`src/mac_fifo_pkg.sv`:
```
// shared constants and carrier types for the fifo threshold and soft reset block
package mac_fifo_pkg;
  localparam logic [11:0] fifo_thresholds_addr = 12'h000;
  localparam logic [11:0] fifo_depth_config_addr = 12'h004;
  localparam logic [11:0] logic_reset_request_addr = 12'h008;
  localparam int rx_flow_lsb = 16;
  localparam int rx_flow_w = 7;
  localparam int tx_start_lsb = 0;
  localparam int tx_start_w = 5;
  localparam logic [6:0] rx_flow_reset = 7'h02;
  localparam logic [4:0] tx_start_reset = 5'h18;
  localparam logic [7:0] tx_fifo_size_cells = 8'h18;
  localparam logic [7:0] rx_fifo_size_cells = 8'h44;
  // address kind and configuration bytes of the depth word
  localparam logic [7:0] addr_kind = 8'h02;
  localparam logic [7:0] mac_cfg_value = 8'h03;
  localparam int tx_depth_lsb = 24;
  localparam int rx_depth_lsb = 16;
  localparam int addr_kind_lsb = 8;
  localparam int logic_reset_bit_pos = 0;
  localparam int cell_w = 8;
  localparam logic [31:0] word_zero = 32'h0000_0000;

  typedef struct packed {
    logic [cell_w-1:0] cells;
    logic pkt_done;
  } tx_fifo_state_t;

  typedef enum logic [2:0] {
    rst_idle = 3'b001,
    rst_wait = 3'b010,
    rst_fire = 3'b100
  } soft_rst_state_t;
endpackage

```
`src/mac_fifo_ctrl.sv`:
```
// fifo thresholds, depth report and soft reset with apb registers
// Behaviour
// (RULE1) flow control fires at rx occupancy threshold
// (RULE2) rx threshold is seven bits 22:16
// (RULE3) tx starts after threshold cells present
// (RULE4) short packets start once fully buffered
// (RULE5) tx threshold is five bits 4:0
// (RULE6) software programs tx threshold 2 to 24
// (RULE7) tx depth 0x18 read-only bits 31:24
// (RULE8) rx depth 0x44 read-only bits 23:16
// (RULE9) writing bit zero requests soft reset
// (RULE10) reset waits until both dma idle
// (RULE11) bit reads one while reset pending
// (RULE12) reserved bits read zero, ignore writes
//
// The implementer's own choices: the address map and the APB slave port.
`timescale 1ns/1ps
module mac_fifo_ctrl (
  input wire logic core_clk,
  input wire logic rst,
  input wire logic psel,
  input wire logic penable,
  input wire logic pwrite,
  input wire logic [11:0] paddr,
  input wire logic [31:0] pwdata,
  output logic [31:0] prdata,
  output logic pready,
  output logic pslverr,
  input wire logic rx_flow_en,
  input wire logic [mac_fifo_pkg::cell_w-1:0] rx_cells,
  input wire mac_fifo_pkg::tx_fifo_state_t tx_state,
  input wire logic rx_dma_idle,
  input wire logic tx_dma_idle,
  output logic rx_flow_active,
  output logic tx_start_ok,
  output logic mac_soft_rst
);
  ////////////////////////////////////////////////////////////////////////
  logic [mac_fifo_pkg::rx_flow_w-1:0] rx_flow_q;
  logic [mac_fifo_pkg::tx_start_w-1:0] tx_start_q;
  mac_fifo_pkg::soft_rst_state_t srst_q;
  mac_fifo_pkg::soft_rst_state_t srst_d;
  logic wr_en;
  logic rd_en;
  logic addr_ok;
  logic reset_pending;
  logic [31:0] rd_word;

  assign pready = 1'b1;
  assign wr_en = psel && penable && pwrite;
  assign rd_en = psel && penable && !pwrite;
  assign addr_ok = (paddr == mac_fifo_pkg::fifo_thresholds_addr) ||
    (paddr == mac_fifo_pkg::fifo_depth_config_addr) ||
    (paddr == mac_fifo_pkg::logic_reset_request_addr);
  assign pslverr = psel && penable && !addr_ok;

  ////////////////////////////////////////////////////////////////////////
  // threshold fields; soft reset restores them too
  always_ff @(posedge core_clk or posedge rst) begin
    if (rst) begin
      rx_flow_q <= mac_fifo_pkg::rx_flow_reset; // RULE1
      tx_start_q <= mac_fifo_pkg::tx_start_reset;
    end else if (srst_q == mac_fifo_pkg::rst_fire) begin
      rx_flow_q <= mac_fifo_pkg::rx_flow_reset;
      tx_start_q <= mac_fifo_pkg::tx_start_reset;
    end else if (wr_en && paddr == mac_fifo_pkg::fifo_thresholds_addr) begin
      rx_flow_q <= pwdata[mac_fifo_pkg::rx_flow_lsb +: mac_fifo_pkg::rx_flow_w]; // RULE2
      // out-of-range values are stored as written; software keeps 2..24
      tx_start_q <= pwdata[mac_fifo_pkg::tx_start_lsb +: mac_fifo_pkg::tx_start_w]; // RULE5 RULE6
    end
  end

  ////////////////////////////////////////////////////////////////////////
  always_comb begin
    srst_d = srst_q;
    case (srst_q)
      mac_fifo_pkg::rst_idle: begin
        if (wr_en && paddr == mac_fifo_pkg::logic_reset_request_addr &&
            pwdata[mac_fifo_pkg::logic_reset_bit_pos]) begin
          srst_d = mac_fifo_pkg::rst_wait; // RULE9
        end
      end
      mac_fifo_pkg::rst_wait: begin
        // firing mid-transfer could hang the config bus
        if (rx_dma_idle && tx_dma_idle) begin
          srst_d = mac_fifo_pkg::rst_fire; // RULE10
        end
      end
      mac_fifo_pkg::rst_fire: begin
        // a request landing in the firing cycle is kept, not lost
        if (wr_en && paddr == mac_fifo_pkg::logic_reset_request_addr &&
            pwdata[mac_fifo_pkg::logic_reset_bit_pos]) begin
          srst_d = mac_fifo_pkg::rst_wait; // RULE9
        end else begin
          srst_d = mac_fifo_pkg::rst_idle;
        end
      end
      default: begin
        srst_d = mac_fifo_pkg::rst_idle;
      end
    endcase
  end

  always_ff @(posedge core_clk or posedge rst) begin
    if (rst) begin
      srst_q <= mac_fifo_pkg::rst_idle;
    end else begin
      srst_q <= srst_d;
    end
  end

  assign reset_pending = (srst_q != mac_fifo_pkg::rst_idle); // RULE11
  assign mac_soft_rst = (srst_q == mac_fifo_pkg::rst_fire);

  ////////////////////////////////////////////////////////////////////////
  always_comb begin
    rd_word = mac_fifo_pkg::word_zero; // RULE12
    case (paddr)
      mac_fifo_pkg::fifo_thresholds_addr: begin
        rd_word[mac_fifo_pkg::rx_flow_lsb +: mac_fifo_pkg::rx_flow_w] = rx_flow_q;
        rd_word[mac_fifo_pkg::tx_start_lsb +: mac_fifo_pkg::tx_start_w] = tx_start_q;
      end
      mac_fifo_pkg::fifo_depth_config_addr: begin
        rd_word[mac_fifo_pkg::tx_depth_lsb +: mac_fifo_pkg::cell_w] =
          mac_fifo_pkg::tx_fifo_size_cells; // RULE7
        rd_word[mac_fifo_pkg::rx_depth_lsb +: mac_fifo_pkg::cell_w] =
          mac_fifo_pkg::rx_fifo_size_cells; // RULE8
        rd_word[mac_fifo_pkg::addr_kind_lsb +: mac_fifo_pkg::cell_w] = mac_fifo_pkg::addr_kind;
        rd_word[0 +: mac_fifo_pkg::cell_w] = mac_fifo_pkg::mac_cfg_value;
      end
      mac_fifo_pkg::logic_reset_request_addr: begin
        rd_word[mac_fifo_pkg::logic_reset_bit_pos] = reset_pending; // RULE11
      end
      default: begin
        rd_word = mac_fifo_pkg::word_zero;
      end
    endcase
  end

  always_ff @(posedge core_clk or posedge rst) begin
    if (rst) begin
      prdata <= mac_fifo_pkg::word_zero;
    end else if (psel && !penable && !pwrite) begin
      // captured in setup so it stands through the access phase
      prdata <= rd_word;
    end
  end

  ////////////////////////////////////////////////////////////////////////
  rx_flow_trigger u_rx_flow (
    .core_clk(core_clk),
    .rst(rst),
    .flow_en(rx_flow_en),
    .rx_cells(rx_cells),
    .rx_flow_occupancy_level(rx_flow_q),
    .rx_flow_active(rx_flow_active)
  );

  tx_start_gate u_tx_start (
    .core_clk(core_clk),
    .rst(rst),
    .tx_state(tx_state),
    .tx_start_cell_level(tx_start_q),
    .tx_start_ok(tx_start_ok)
  );
endmodule

```
`src/rx_flow_trigger.sv`:
```
// receive flow control trigger from fifo occupancy
`timescale 1ns/1ps
module rx_flow_trigger (
  input wire logic core_clk,
  input wire logic rst,
  input wire logic flow_en,
  input wire logic [mac_fifo_pkg::cell_w-1:0] rx_cells,
  input wire logic [mac_fifo_pkg::rx_flow_w-1:0] rx_flow_occupancy_level,
  output logic rx_flow_active
);
  logic hit;
  assign hit = flow_en &&
    (rx_cells >= {1'b0, rx_flow_occupancy_level}); // RULE1
  always_ff @(posedge core_clk or posedge rst) begin
    if (rst) begin
      rx_flow_active <= 1'b0;
    end else begin
      rx_flow_active <= hit;
    end
  end
endmodule

```
`src/tx_start_gate.sv`:
```
// transmit start decision from cell threshold
`timescale 1ns/1ps
module tx_start_gate (
  input wire logic core_clk,
  input wire logic rst,
  input wire mac_fifo_pkg::tx_fifo_state_t tx_state,
  input wire logic [mac_fifo_pkg::tx_start_w-1:0] tx_start_cell_level,
  output logic tx_start_ok
);
  logic enough;
  assign enough = tx_state.cells >= {3'h0, tx_start_cell_level}; // RULE3
  always_ff @(posedge core_clk or posedge rst) begin
    if (rst) begin
      tx_start_ok <= 1'b0;
    end else begin
      // short packets go as soon as they are whole
      tx_start_ok <= enough || tx_state.pkt_done; // RULE4
    end
  end
endmodule
```
`config.mk`:
```
export PLATFORM = sky130hd
export DESIGN_NAME = mac_fifo_ctrl
export DESIGN_NICKNAME = d
export VERILOG_FILES = /design/src/mac_fifo_pkg.sv /design/src/mac_fifo_ctrl.sv /design/src/rx_flow_trigger.sv /design/src/tx_start_gate.sv
export SDC_FILE = /design/constraint.sdc
export NUM_CORES = 1
export LEC_CHECK = 0
export BUFFER_PORTS_ARGS = -buffer_cell sky130_fd_sc_hd__buf_2
export CAP_MARGIN = 40
export CORE_MARGIN = 2
export CORE_UTILIZATION = 44
export DETAILED_ROUTE_END_ITERATION = 6
export GPL_ROUTABILITY_DRIVEN = 0
export PLACE_DENSITY = 0.8
export SLEW_MARGIN = 20
export SYNTH_ARGS = -nofsm -noshare
export SYNTH_HDL_FRONTEND = slang
export SYNTH_SLANG_ARGS = --single-unit
```
`constraint.sdc`:
```
create_clock -name core_clk -period 2.2 [get_ports core_clk]
set_input_delay 0.22 -clock core_clk [delete_from_list [all_inputs] [get_ports core_clk]]
set_output_delay 0.22 -clock core_clk [all_outputs]
set_load 0.02 [all_outputs]
```
After elaboration in Yosys (flattened, before gate mapping). Cells that the tools add are included.

$lt $le $gt $ge: 2. Equality and inequality tests: 8. Multiplexer cells: 13. Reduce and logical (&&, ||, !) cells: 19.

Operator list (number): $mux 5 (3); $mux 7 (2); $pmux 7 s2 (1); $eq 12x3->1 const B (1); $eq 12x4->1 const B (1); $logic_not 12->1 (1); $logic_and 1x1->1 (10); $pmux 3 s3 (1); $ge 8x5->1 (1); $ge 8x7->1 (1); $pmux 4 s2 (1); $mux 3 (2); $mux 6 (1); $ne 2x2->1 const B (2); $eq 3x1->1 const B (1); $eq 3x2->1 const B (1); $eq 3x3->1 const B (1); $logic_not 1->1 (3); $logic_or 1x1->1 (3); $ne 3x1->1 const B (1); $pmux 1 s3 (1); $mux 2 (1); $reduce_and 2->1 (1); $reduce_bool 2->1 (1).

Bits in registers: 49. Input bits: 69. Output and inout bits: 37. Logic and storage cells: 48.

Logic depth before layout (Yosys ltp). Gate-level depths: netlist of the first run.

Word-level depth: 6. Mapped depth: 6. Depth with buffers taken out: 6.

Modules after synthesis. From an unflattened synthesis of the first run, not the netlist that was laid out.

Cell total of the unflattened synthesis: 194. Area, all modules: 1815.5 um^2.

Modules (own cells, without submodules): mac_fifo_ctrl (times used 1, cells each 150, area an instance 1450.1 um^2, sequential area each 705.7 um^2); rx_flow_trigger (times used 1, cells each 25, area an instance 211.5 um^2, sequential area each 25.0 um^2); tx_start_gate (times used 1, cells each 19, area an instance 153.9 um^2, sequential area each 25.0 um^2).

Least setup slack after synthesis of the first run. Ideal clock, no wire load.

Path kind: register -> register. Start: register tx_start_q[4] (netlist bit). End: register u_tx_start.tx_start_ok. Library setup time: 129 ps. Arrival: 1440 ps. Data required time: 2071 ps. Setup slack: 631 ps. Cell stages (with the launch flop): 6. Path buffers: 0. Period minus slack after synthesis: 1569 ps. Cells stage by stage: dfstp_2 > inv_1 > ha_1 > or4_1 > a211oi_1 > o21ai_1.

Longest elaborated chain between the ends: 2.

Ends and longest elaborated chain: from (decl) (RTL line mac_fifo_ctrl.sv:40) `logic [mac_fifo_pkg::tx_start_w-1:0] tx_start_q;`; from (signal assigned) (RTL line mac_fifo_ctrl.sv:62) `tx_start_q <= mac_fifo_pkg::tx_start_reset;`; from (signal assigned) (RTL line mac_fifo_ctrl.sv:65) `tx_start_q <= mac_fifo_pkg::tx_start_reset;`; from (signal assigned) (RTL line mac_fifo_ctrl.sv:69) `tx_start_q <= pwdata[mac_fifo_pkg::tx_start_lsb +: mac_fifo_pkg::tx_start_w];`; $ge 8x5->1 (RTL line tx_start_gate.sv:11) `assign enough = tx_state.cells >= {3'h0, tx_start_cell_level};`; $logic_or 1x1->1 (RTL line tx_start_gate.sv:17) `tx_start_ok <= enough || tx_state.pkt_done;`; to (signal assigned) (RTL line tx_start_gate.sv:17); to (decl) (RTL line tx_start_gate.sv:8) `output logic tx_start_ok`.

No other way between the ends. A chain may end at the register's enable or synchronous reset.

Worst setup path after layout of the first run.
Start: register srst_q[0]. End: output mac_soft_rst.

Longest elaborated chain between the ends: 1.

Ends and longest elaborated chain: from (decl) (RTL line mac_fifo_ctrl.sv:41) `mac_fifo_pkg::soft_rst_state_t srst_q;`; from (signal assigned) (RTL line mac_fifo_ctrl.sv:106) `srst_q <= mac_fifo_pkg::rst_idle;`; from (signal assigned) (RTL line mac_fifo_ctrl.sv:108) `srst_q <= srst_d;`; $eq 3x3->1 (RTL line mac_fifo_ctrl.sv:113) `assign mac_soft_rst = (srst_q == mac_fifo_pkg::rst_fire);`; to (decl) (RTL line mac_fifo_ctrl.sv:36) `output logic mac_soft_rst`.

No other way between the ends.

==> results.txt, run 1 <==
first-pass GRT wire length = 6596 um
CTS tree = done
RSZ-0062 raised after global routing = false
clock power share = 0.394
Main synth FF type = dfrtp_1
PortBufs = 67
top cells by area, synth = dfrtp_1, buf_4, ha_1
max-slew violations = 0
run status = finished, final reports clean
maximum capacitance violations = 0
Chip Height = 69.42 um
Antenna diodes = 0
CP Data Arrival Time = 1.50 ns
share of cells above drive strength 1 = 0.3588
via count = 1611
largest net degree at the start of global routing = 20
core area = 4058 um^2
clk_lat worst skew = 0.28 ns
nets = 342
Ports = 106
Critical Path Sink Type = output pin
cell area after synthesis = 1883 um^2
worst hold margin = 0.1363 ns
via density per instance = 5.163
DP Wirelength = 3057 um
Final period util = 0.7804
internal power = 860.9 uW
setup TNS = 0 ns
CP Class = reg -> out
Reg clk slew, reported paths = 0.06 ns
leakage = 0.001181 uW
final wirelength = 3931 um
Row Count = 23
Synth Instances = 195
Comb pwr share = 0.127
post-CTS setup buffers = 0
crit path max fanout = 10
share of the synthesized area in the top cell type = 0.3455
most numerous cell in the Yosys netlist = dfrtp_1
CTS Root Cell = clkbuf_8
switching power = 297.3 uW
Syn Area/Cell = 9.657 um^2
synth cell count leaders = dfrtp_1, buf_4, a21oi_1
worst setup path start = srst_q[0]
vias in the first global route = 1460
initial antenna violation count = 0
Post-synth EDFFs = 0
Worst-Margin Slew = 0.5226 ns
Relative slew margins = 0.6506
Yosys top cell by area = dfrtp_1
Seq/Total Area, Yosys = 0.4013
Clock Skew = 0.005715 ns
RR Startpoint = tx_start_q[4]
Final ANT Viol Nets = 0
H-tree lvl count = 2
Tmin final = 1.717 ns
pwr/cell area = 514.0 nW/um^2
final setup vio count = 0
Starting Density = 0.4641
Remaining Overflow, GRT = 0
DR pass1 iterations = 4
FMAX = 0.5824 GHz
# DRC = 0
final count of hold timing violations = 0
critical path launch point type = flip-flop
CTS buffer count = 5
register bit count reported by yosys = 30
Sequential Power Share = 0.479
Unique masters post-synth = 40
Routed wire per std cell = 12.60 um
Die X = 69.42 um
hold path startpoint = rx_flow_en
critical path data required time = 1.98 ns
die area = 4819 um^2
clock sink count = 30
Switching Share = 0.2567
overall routing resource usage = 0.1755
Worst Hold Class = in -> reg
DR iter-0 viols = 84
Bufs on Longest Clock Path = 2
Area growth syn-to-layout = 19.67%
Yosys warning count = 0
Synth async-reset ratio = 1.000
Worst IR Drop VDD = 0.0002947 V
state kept, by name (all words and copies together) (netlist names):
register,cells
u_tx_start.tx_start_ok,1
tx_start_q,5
srst_q,3
rx_flow_q,7
u_rx_flow.rx_flow_active,1
prdata,13
power by group through the flow:
stage | Sequential (uW) | Clock, uW | Combinational, uW
final | 555 | 456 | 147
after global routing | 554 | 499 | 166
after CTS | 555 | 473 | 147
after detailed placement | 565 | 0 | 145
after global placement | 565 | 0 | 143
after floorplan | 567 | 0 | 104
timing repair:
| item | in CTS | in global routing |
|---|---|---|
| resized for setup | 0 | 0 |
| endpoints found under the hold margin | 9 | 0 |
| hold buffers | 1 | 0 |
cells in the final DEF, fill, tap and decap left out, types with 2 or more instances in the layout:
| cell | netlist | layout |
|---|---|---|
| and3_1 | 3 | 3 |
| dfstp_2 | 4 | 4 |
| nand2_1 | 12 | 12 |
| nor4_4 | 2 | 2 |
| o21ai_0 | 3 | 3 |
| a22o_1 | 8 | 8 |
| ha_1 | 12 | 12 |
| buf_2 | 1 | 67 |
| o31ai_2 | 5 | 5 |
| nor3b_1 | 2 | 2 |
| dfrtp_1 | 26 | 26 |
| buf_4 | 20 | 2 |
| or3b_1 | 2 | 2 |
| conb_1 | 2 | 18 |
| o21ai_1 | 14 | 14 |
| nor2_1 | 7 | 7 |
| clkbuf_8 | 0 | 6 |
| inv_1 | 15 | 15 |
| nor3_1 | 3 | 3 |
| nor2b_1 | 3 | 3 |
| nand3_1 | 11 | 11 |
| a21oi_1 | 17 | 17 |
final cells by class:
type	count	area, um^2
fill	381	1804
multi-input combinational	137	908.4
clock buffer	7	86.33
clock inverter	1	5.005
timing repair buffer	71	375.4
inverter	16	60.06
sequential	30	755.7
tap	50	62.56
worst paths after layout:
check,endpoint,slack (ns),cells past startpoint
min in group asynchronous,prdata[18],0.46,3
worst max register to register,u_tx_start.tx_start_ok,0.56,5
max in group asynchronous,srst_q[0],1.14,4
worst max-delay path,mac_soft_rst,0.48,3
worst min-delay path,u_rx_flow.rx_flow_active,0.14,3
worst min register to register,prdata[0],0.47,2
metrics by stage:
stage          cells  utilization  setup slack (ns)  total power (uW)  cell area (um^2)
2_1_floorplan    211            -            0.6315             670.9              1943
3_3_place_gp     302       0.5267            0.5598             707.4              2137
3_5_place_dp     302       0.5267            0.5318             709.4              2137
4_1_cts          311       0.5517            0.4718              1174              2238
5_1_grt          312       0.5554            0.4034              1219              2253
6_report         312       0.5554            0.4831              1158              2253
layer usage:
metal | vias up | routed length, um | global-route usage
met5 | - | 0 | 0
met4 | 0 | 76 | 0.08061
met3 | 7 | 319 | 0.05814
met2 | 64 | 1849 | 0.2703
met1 | 760 | 1685 | 0.2229
li1 | 780 | - | -
critical path, stage by stage, from the launching register on:
cell	delay, ns
dfstp_2	0.38
or3b_1	0.44
inv_2	0.19
buf_2	0.20
logic make-up (layout without fill, tap and decap cells):
family                     after synthesis  after routing  share of synthesized area
adders and majority gates               12             12                    0.07973
AOI/OAI and AO/OA                       52             52                     0.1801
and+or+nand+nor                         55             55                     0.1867
other                                    2             18                   0.003988
buffers and inverters                   44             95                     0.1482
DFF                                     30             30                     0.4013
No activity file was read; power rests on OpenSTA's default activity.
==> run 2: changes to the inputs <==
CORE_UTILIZATION = 40   (was 44)
PLACE_DENSITY = 0.76   (was 0.8)
clock period = 1.4 ns   (was 2.2 ns; I/O delays follow)
==> results.txt, run 2 (synthesis gave the netlist of run 1 again) <==
share of cells above drive strength 1 = 0.4327
Worst Hold Class = in -> reg
run status = finished with violations
total power = 2203 uW
DR iter-0 viols = 36
Remaining Overflow, GRT = 0
Top Registers = prdata (13), rx_flow_q (7), tx_start_q (5)
Reg clk slew, reported paths = 0.07 ns
final setup vio count = 2
Largest Register = prdata
final wirelength = 4090 um
CTS Root Cell = clkbuf_8
commonest cells after routing, fill and taps aside = buf_2, dfrtp_1, conb_1
CP Data Arrival Time = 1.64 ns
setup ws final = -0.07318 ns
RR Startpoint = tx_start_q[4]
CP Class = reg -> reg
via count = 1597
Starting Density = 0.4237
clk_lat worst skew = 0.28 ns
initial antenna violation count = 0
Row Count = 24
PortBufs = 67
max-slew violations = 0
nets = 355
setup TNS = -0.1155 ns
vias in the first global route = 1573
via density per instance = 4.884
Area growth syn-to-layout = 30.56%
RR Endpoint = u_tx_start.tx_start_ok
CTS tree = done
FF-to-FF setup slack = -0.07 ns
Tmin final = 1.473 ns
maximum capacitance violations = 0
leakage = 0.001262 uW
max reg flops = 13
Critical Path Sink Type = flip-flop
reg2reg path depth = 5
critical path data required time = 1.57 ns
Worst IR Drop VDD = 0.0005634 V
Antenna diodes = 0
overall routing resource usage = 0.1665
pwr/cell area = 896.0 nW/um^2
final count of hold timing violations = 0
critical path launch point type = flip-flop
Placed Cells = 313
DR pass1 iterations = 4
die area = 5272 um^2
first-pass GRT wire length = 6824 um
Ports = 106
DP Wirelength = 3143 um
Clock Skew = 0.003294 ns
clock sink count = 30
core area = 4444 um^2
Final ANT Viol Nets = 0
FMAX = 0.6788 GHz
Routed wire per std cell = 12.51 um
final non-filler cell total = 327
worst setup path start = tx_start_q[4]
H-tree lvl count = 2
most common cell after layout, fill and taps aside = buf_2
Final period util = 1.052
failing checks = setup timing
# DRC = 0
largest net degree at the start of global routing = 31
CTS buffer count = 5
crit path max fanout = 2
CP Capture Point = u_tx_start.tx_start_ok
Chip Height = 72.61 um
Die X = 72.61 um
RSZ-0062 raised after global routing = true
Bufs on Longest Clock Path = 2
==> run 2: timing repair <==
action	CTS	global route
buffers inserted	2	3
pin swaps	2	5
hold buffers	1	0
endpoints found under the hold margin	26	0
endpoints found under the setup margin	4	5
resized for setup	9	6
==> run 2: power breakdown <==
group          leakage, uW  internal [uW]  switching, uW
registers         0.000399            871          0.924
logic             0.000791           93.5            149
clock network    0.0000714            759            330
total              0.00126           1720            480
==> run 2: critical path: stages, from the launching register on <==
cell and delay, ns:
dfstp_2 0.54, inv_2 0.05, ha_4 0.14, or4_4 0.41, a211oi_2 0.14, o21ai_1 0.08
==> run 2: metal layers <==
layer / part of all wire / vias to the layer above / GRT usage
met3: 0.072 / 5 / 0.04558
met5: 0 / - / 0
met1: 0.45 / 722 / 0.2165
met4: 0.0076 / 0 / 0.05144
li1: - / 809 / -
met2: 0.47 / 61 / 0.2707
==> run 2: how the worst min path moves through the flow <==
stage | cells after the start | startpoint | to
2_1_floorplan | 1 | rst | prdata[0]
4_1_cts | 3 | rx_flow_en | u_rx_flow.rx_flow_active
3_5_place_dp | 3 | rst | prdata[22]
5_1_grt | 3 | rx_flow_en | u_rx_flow.rx_flow_active
6_report | 3 | rx_flow_en | u_rx_flow.rx_flow_active
3_3_place_gp | 3 | rst | prdata[22]
==> run 2: layout make-up <==
type                            instances  area [um^2]
Fill cell                             439         1986
Multi-Input combinational cell        137        960.9
Sequential cell                        30        755.7
Timing Repair Buffer                   84        471.7
Clock buffer                            6        82.58
Tap cell                               52        65.06
Inverter                               16        62.56
Clock inverter                          2        60.06
==> run 2: metrics by stage <==
stage / area (um^2) / hold WS [ns] / setup WS (ns) / utilization
after floorplan: 1946 / 0.2278 / -0.08072 / -
after global routing: 2459 / 0.07153 / -0.1343 / 0.5532
final: 2459 / 0.05864 / -0.07318 / 0.5532
after global placement: 2210 / 0.2316 / -0.09466 / 0.4972
after detailed placement: 2210 / 0.2387 / -0.1311 / 0.4972
after CTS: 2409 / 0.05891 / -0.07261 / 0.5419
==> run 3: changes to the inputs <==
REMOVE_ABC_BUFFERS = 1   (was default)
==> results.txt, run 3 (synthesis gave the netlist of run 1 again) <==
leakage = 0.001263 uW
PortBufs = 67
Starting Density = 0.4237
reg2reg path depth = 5
CP max stage cell = dfstp_2
DP Wirelength = 3303 um
Reg clk slew, reported paths = 0.07 ns
FMAX = 0.6673 GHz
fin util = 0.5521
final setup vio count = 2
Tmin final = 1.498 ns
Area growth syn-to-layout = 30.30%
FF-to-FF setup slack = -0.1 ns
run status = finished with violations
pwr/cell area = 809.2 nW/um^2
DR pass1 iterations = 4
RR Endpoint = u_tx_start.tx_start_ok
nets = 355
CP Data Arrival Time = 1.66 ns
worst setup path start = tx_start_q[4]
# DRC = 0
critical path data required time = 1.56 ns
Ports = 106
max-slew violations = 0
Critical Path Sink Type = flip-flop
share of cells above drive strength 1 = 0.4291
Worst IR Drop VDD = 0.0004832 V
CTS tree = done
setup ws final = -0.09848 ns
critical path launch point type = flip-flop
Row Count = 24
failing checks = setup timing
most common cell after layout, fill and taps aside = buf_2
Bufs on Longest Clock Path = 2
initial antenna violation count = 0
internal power = 1490 uW
largest net degree at the start of global routing = 31
Remaining Overflow, GRT = 0
DR iter-0 viols = 62
maximum capacitance violations = 0
CP Class = reg -> reg
core area = 4444 um^2
CTS Root Cell = clkbuf_8
Switching Share = 0.2494
final count of hold timing violations = 0
first-pass GRT wire length = 7079 um
worst-path cell chain = inv_2 -> ha_4 -> or4_4 -> a211oi_2 -> o21ai_1
die area = 5272 um^2
max reg flops = 13
Clock Skew = 0.003172 ns
H-tree lvl count = 2
via count = 1649
RR Startpoint = tx_start_q[4]
vias in the first global route = 1585
Final period util = 1.070
Sequential Power Share = 0.439
via density per instance = 5.043
overall routing resource usage = 0.1752
Top Registers = prdata (13), rx_flow_q (7), tx_start_q (5)
crit path max fanout = 2
RSZ-0062 raised after global routing = true
post-route design area = 2454 um^2
final wirelength = 4552 um
Chip Height = 72.61 um
Antenna diodes = 0
Die X = 72.61 um
clock power share = 0.436
CTS buffer count = 5
clock sink count = 30
Final ANT Viol Nets = 0
Routed wire per std cell = 13.92 um
CP Capture Point = u_tx_start.tx_start_ok
Comb pwr share = 0.126
Worst Hold Class = in -> reg
Largest Register = prdata
Crit path largest cell delay = 0.54 ns
clk_lat worst skew = 0.28 ns
Area after DPL = 2230 um^2
commonest cells after routing, fill and taps aside = buf_2, dfrtp_1, conb_1
switching power = 495.2 uW
==> run 3: changes by cell type in the layout (fill, tap and decap cells not counted), sizes merged <==
cell    delta
bufinv     -1
clkinv     +2
clkbuf     -1
==> run 3: routing by layer <==
metal / vias to the layer above / global-route usage / routed length, um
met5: - / 0 / 0
met1: 772 / 0.2135 / 1894
met4: 0 / 0.03704 / 42
met2: 68 / 0.3000 / 2314
li1: 803 / - / -
met3: 6 / 0.06077 / 301
==> run 3: final cells by class <==
type | count | area, um^2
timing repair buffer | 84 | 509.2
clock inverter | 3 | 40.04
multi-input combinational | 137 | 952.2
clock buffer | 5 | 68.82
inverter | 16 | 62.56
tap | 52 | 65.06
fill | 420 | 1991
sequential | 30 | 755.7
==> run 3: through the flow <==
stage	setup WS [ns]	setup TNS, ns	power, uW	hold slack (ns)	std cells
final	-0.09848	-0.1026	1985	0.06743	327
after detailed placement	-0.2697	-0.2793	1125	0.2411	311
after global placement	-0.1669	-0.1669	1122	0.2327	311
after floorplan	-0.1685	-0.1685	1006	0.2278	183
after CTS	-0.1581	-0.1794	1995	0.05879	323
after global routing	-0.1903	-0.2978	2081	0.06690	327
==> run 3: worst max-delay path: cells and delay by family (launching register included) <==
| family | cells | cell delay, ns |
|---|---|---|
| DFF | 1 | 0.54 |
| and+or+nand+nor | 1 | 0.41 |
| AOI/OAI and AO/OA | 2 | 0.23 |
| adders and majority gates | 1 | 0.14 |
| buffers and inverters | 1 | 0.05 |
==> run 3: power by group through the flow <==
| stage | clock network (uW) | logic [uW] | registers [uW] |
|---|---|---|---|
| after CTS | 878 | 245 | 871 |
| after floorplan | 0 | 115 | 891 |
| after global routing | 929 | 280 | 871 |
| after detailed placement | 0 | 238 | 887 |
| after global placement | 0 | 235 | 887 |
| final | 865 | 249 | 871 |
==> run 3: worst min-delay path by stage <==
stage | startpoint | endpoint | slack, ns | depth (start not counted)
CTS | rx_flow_en | u_rx_flow.rx_flow_active | 0.06 | 3
detailed placement | rst | prdata[20] | 0.24 | 3
finish | rx_flow_en | u_rx_flow.rx_flow_active | 0.07 | 3
global placement | rst | prdata[20] | 0.23 | 3
floorplan | rst | prdata[0] | 0.23 | 1
global route | rx_flow_en | u_rx_flow.rx_flow_active | 0.07 | 3
==> run 3: what timing repair did <==
item / in CTS / in global routing
pin swaps: 3 / 7
gates resized for setup: 9 / 6
hold endpoints to repair: 26 / 0
buffers inserted: 3 / 4
endpoints found under the setup margin: 2 / 4
hold buffers: 1 / 0
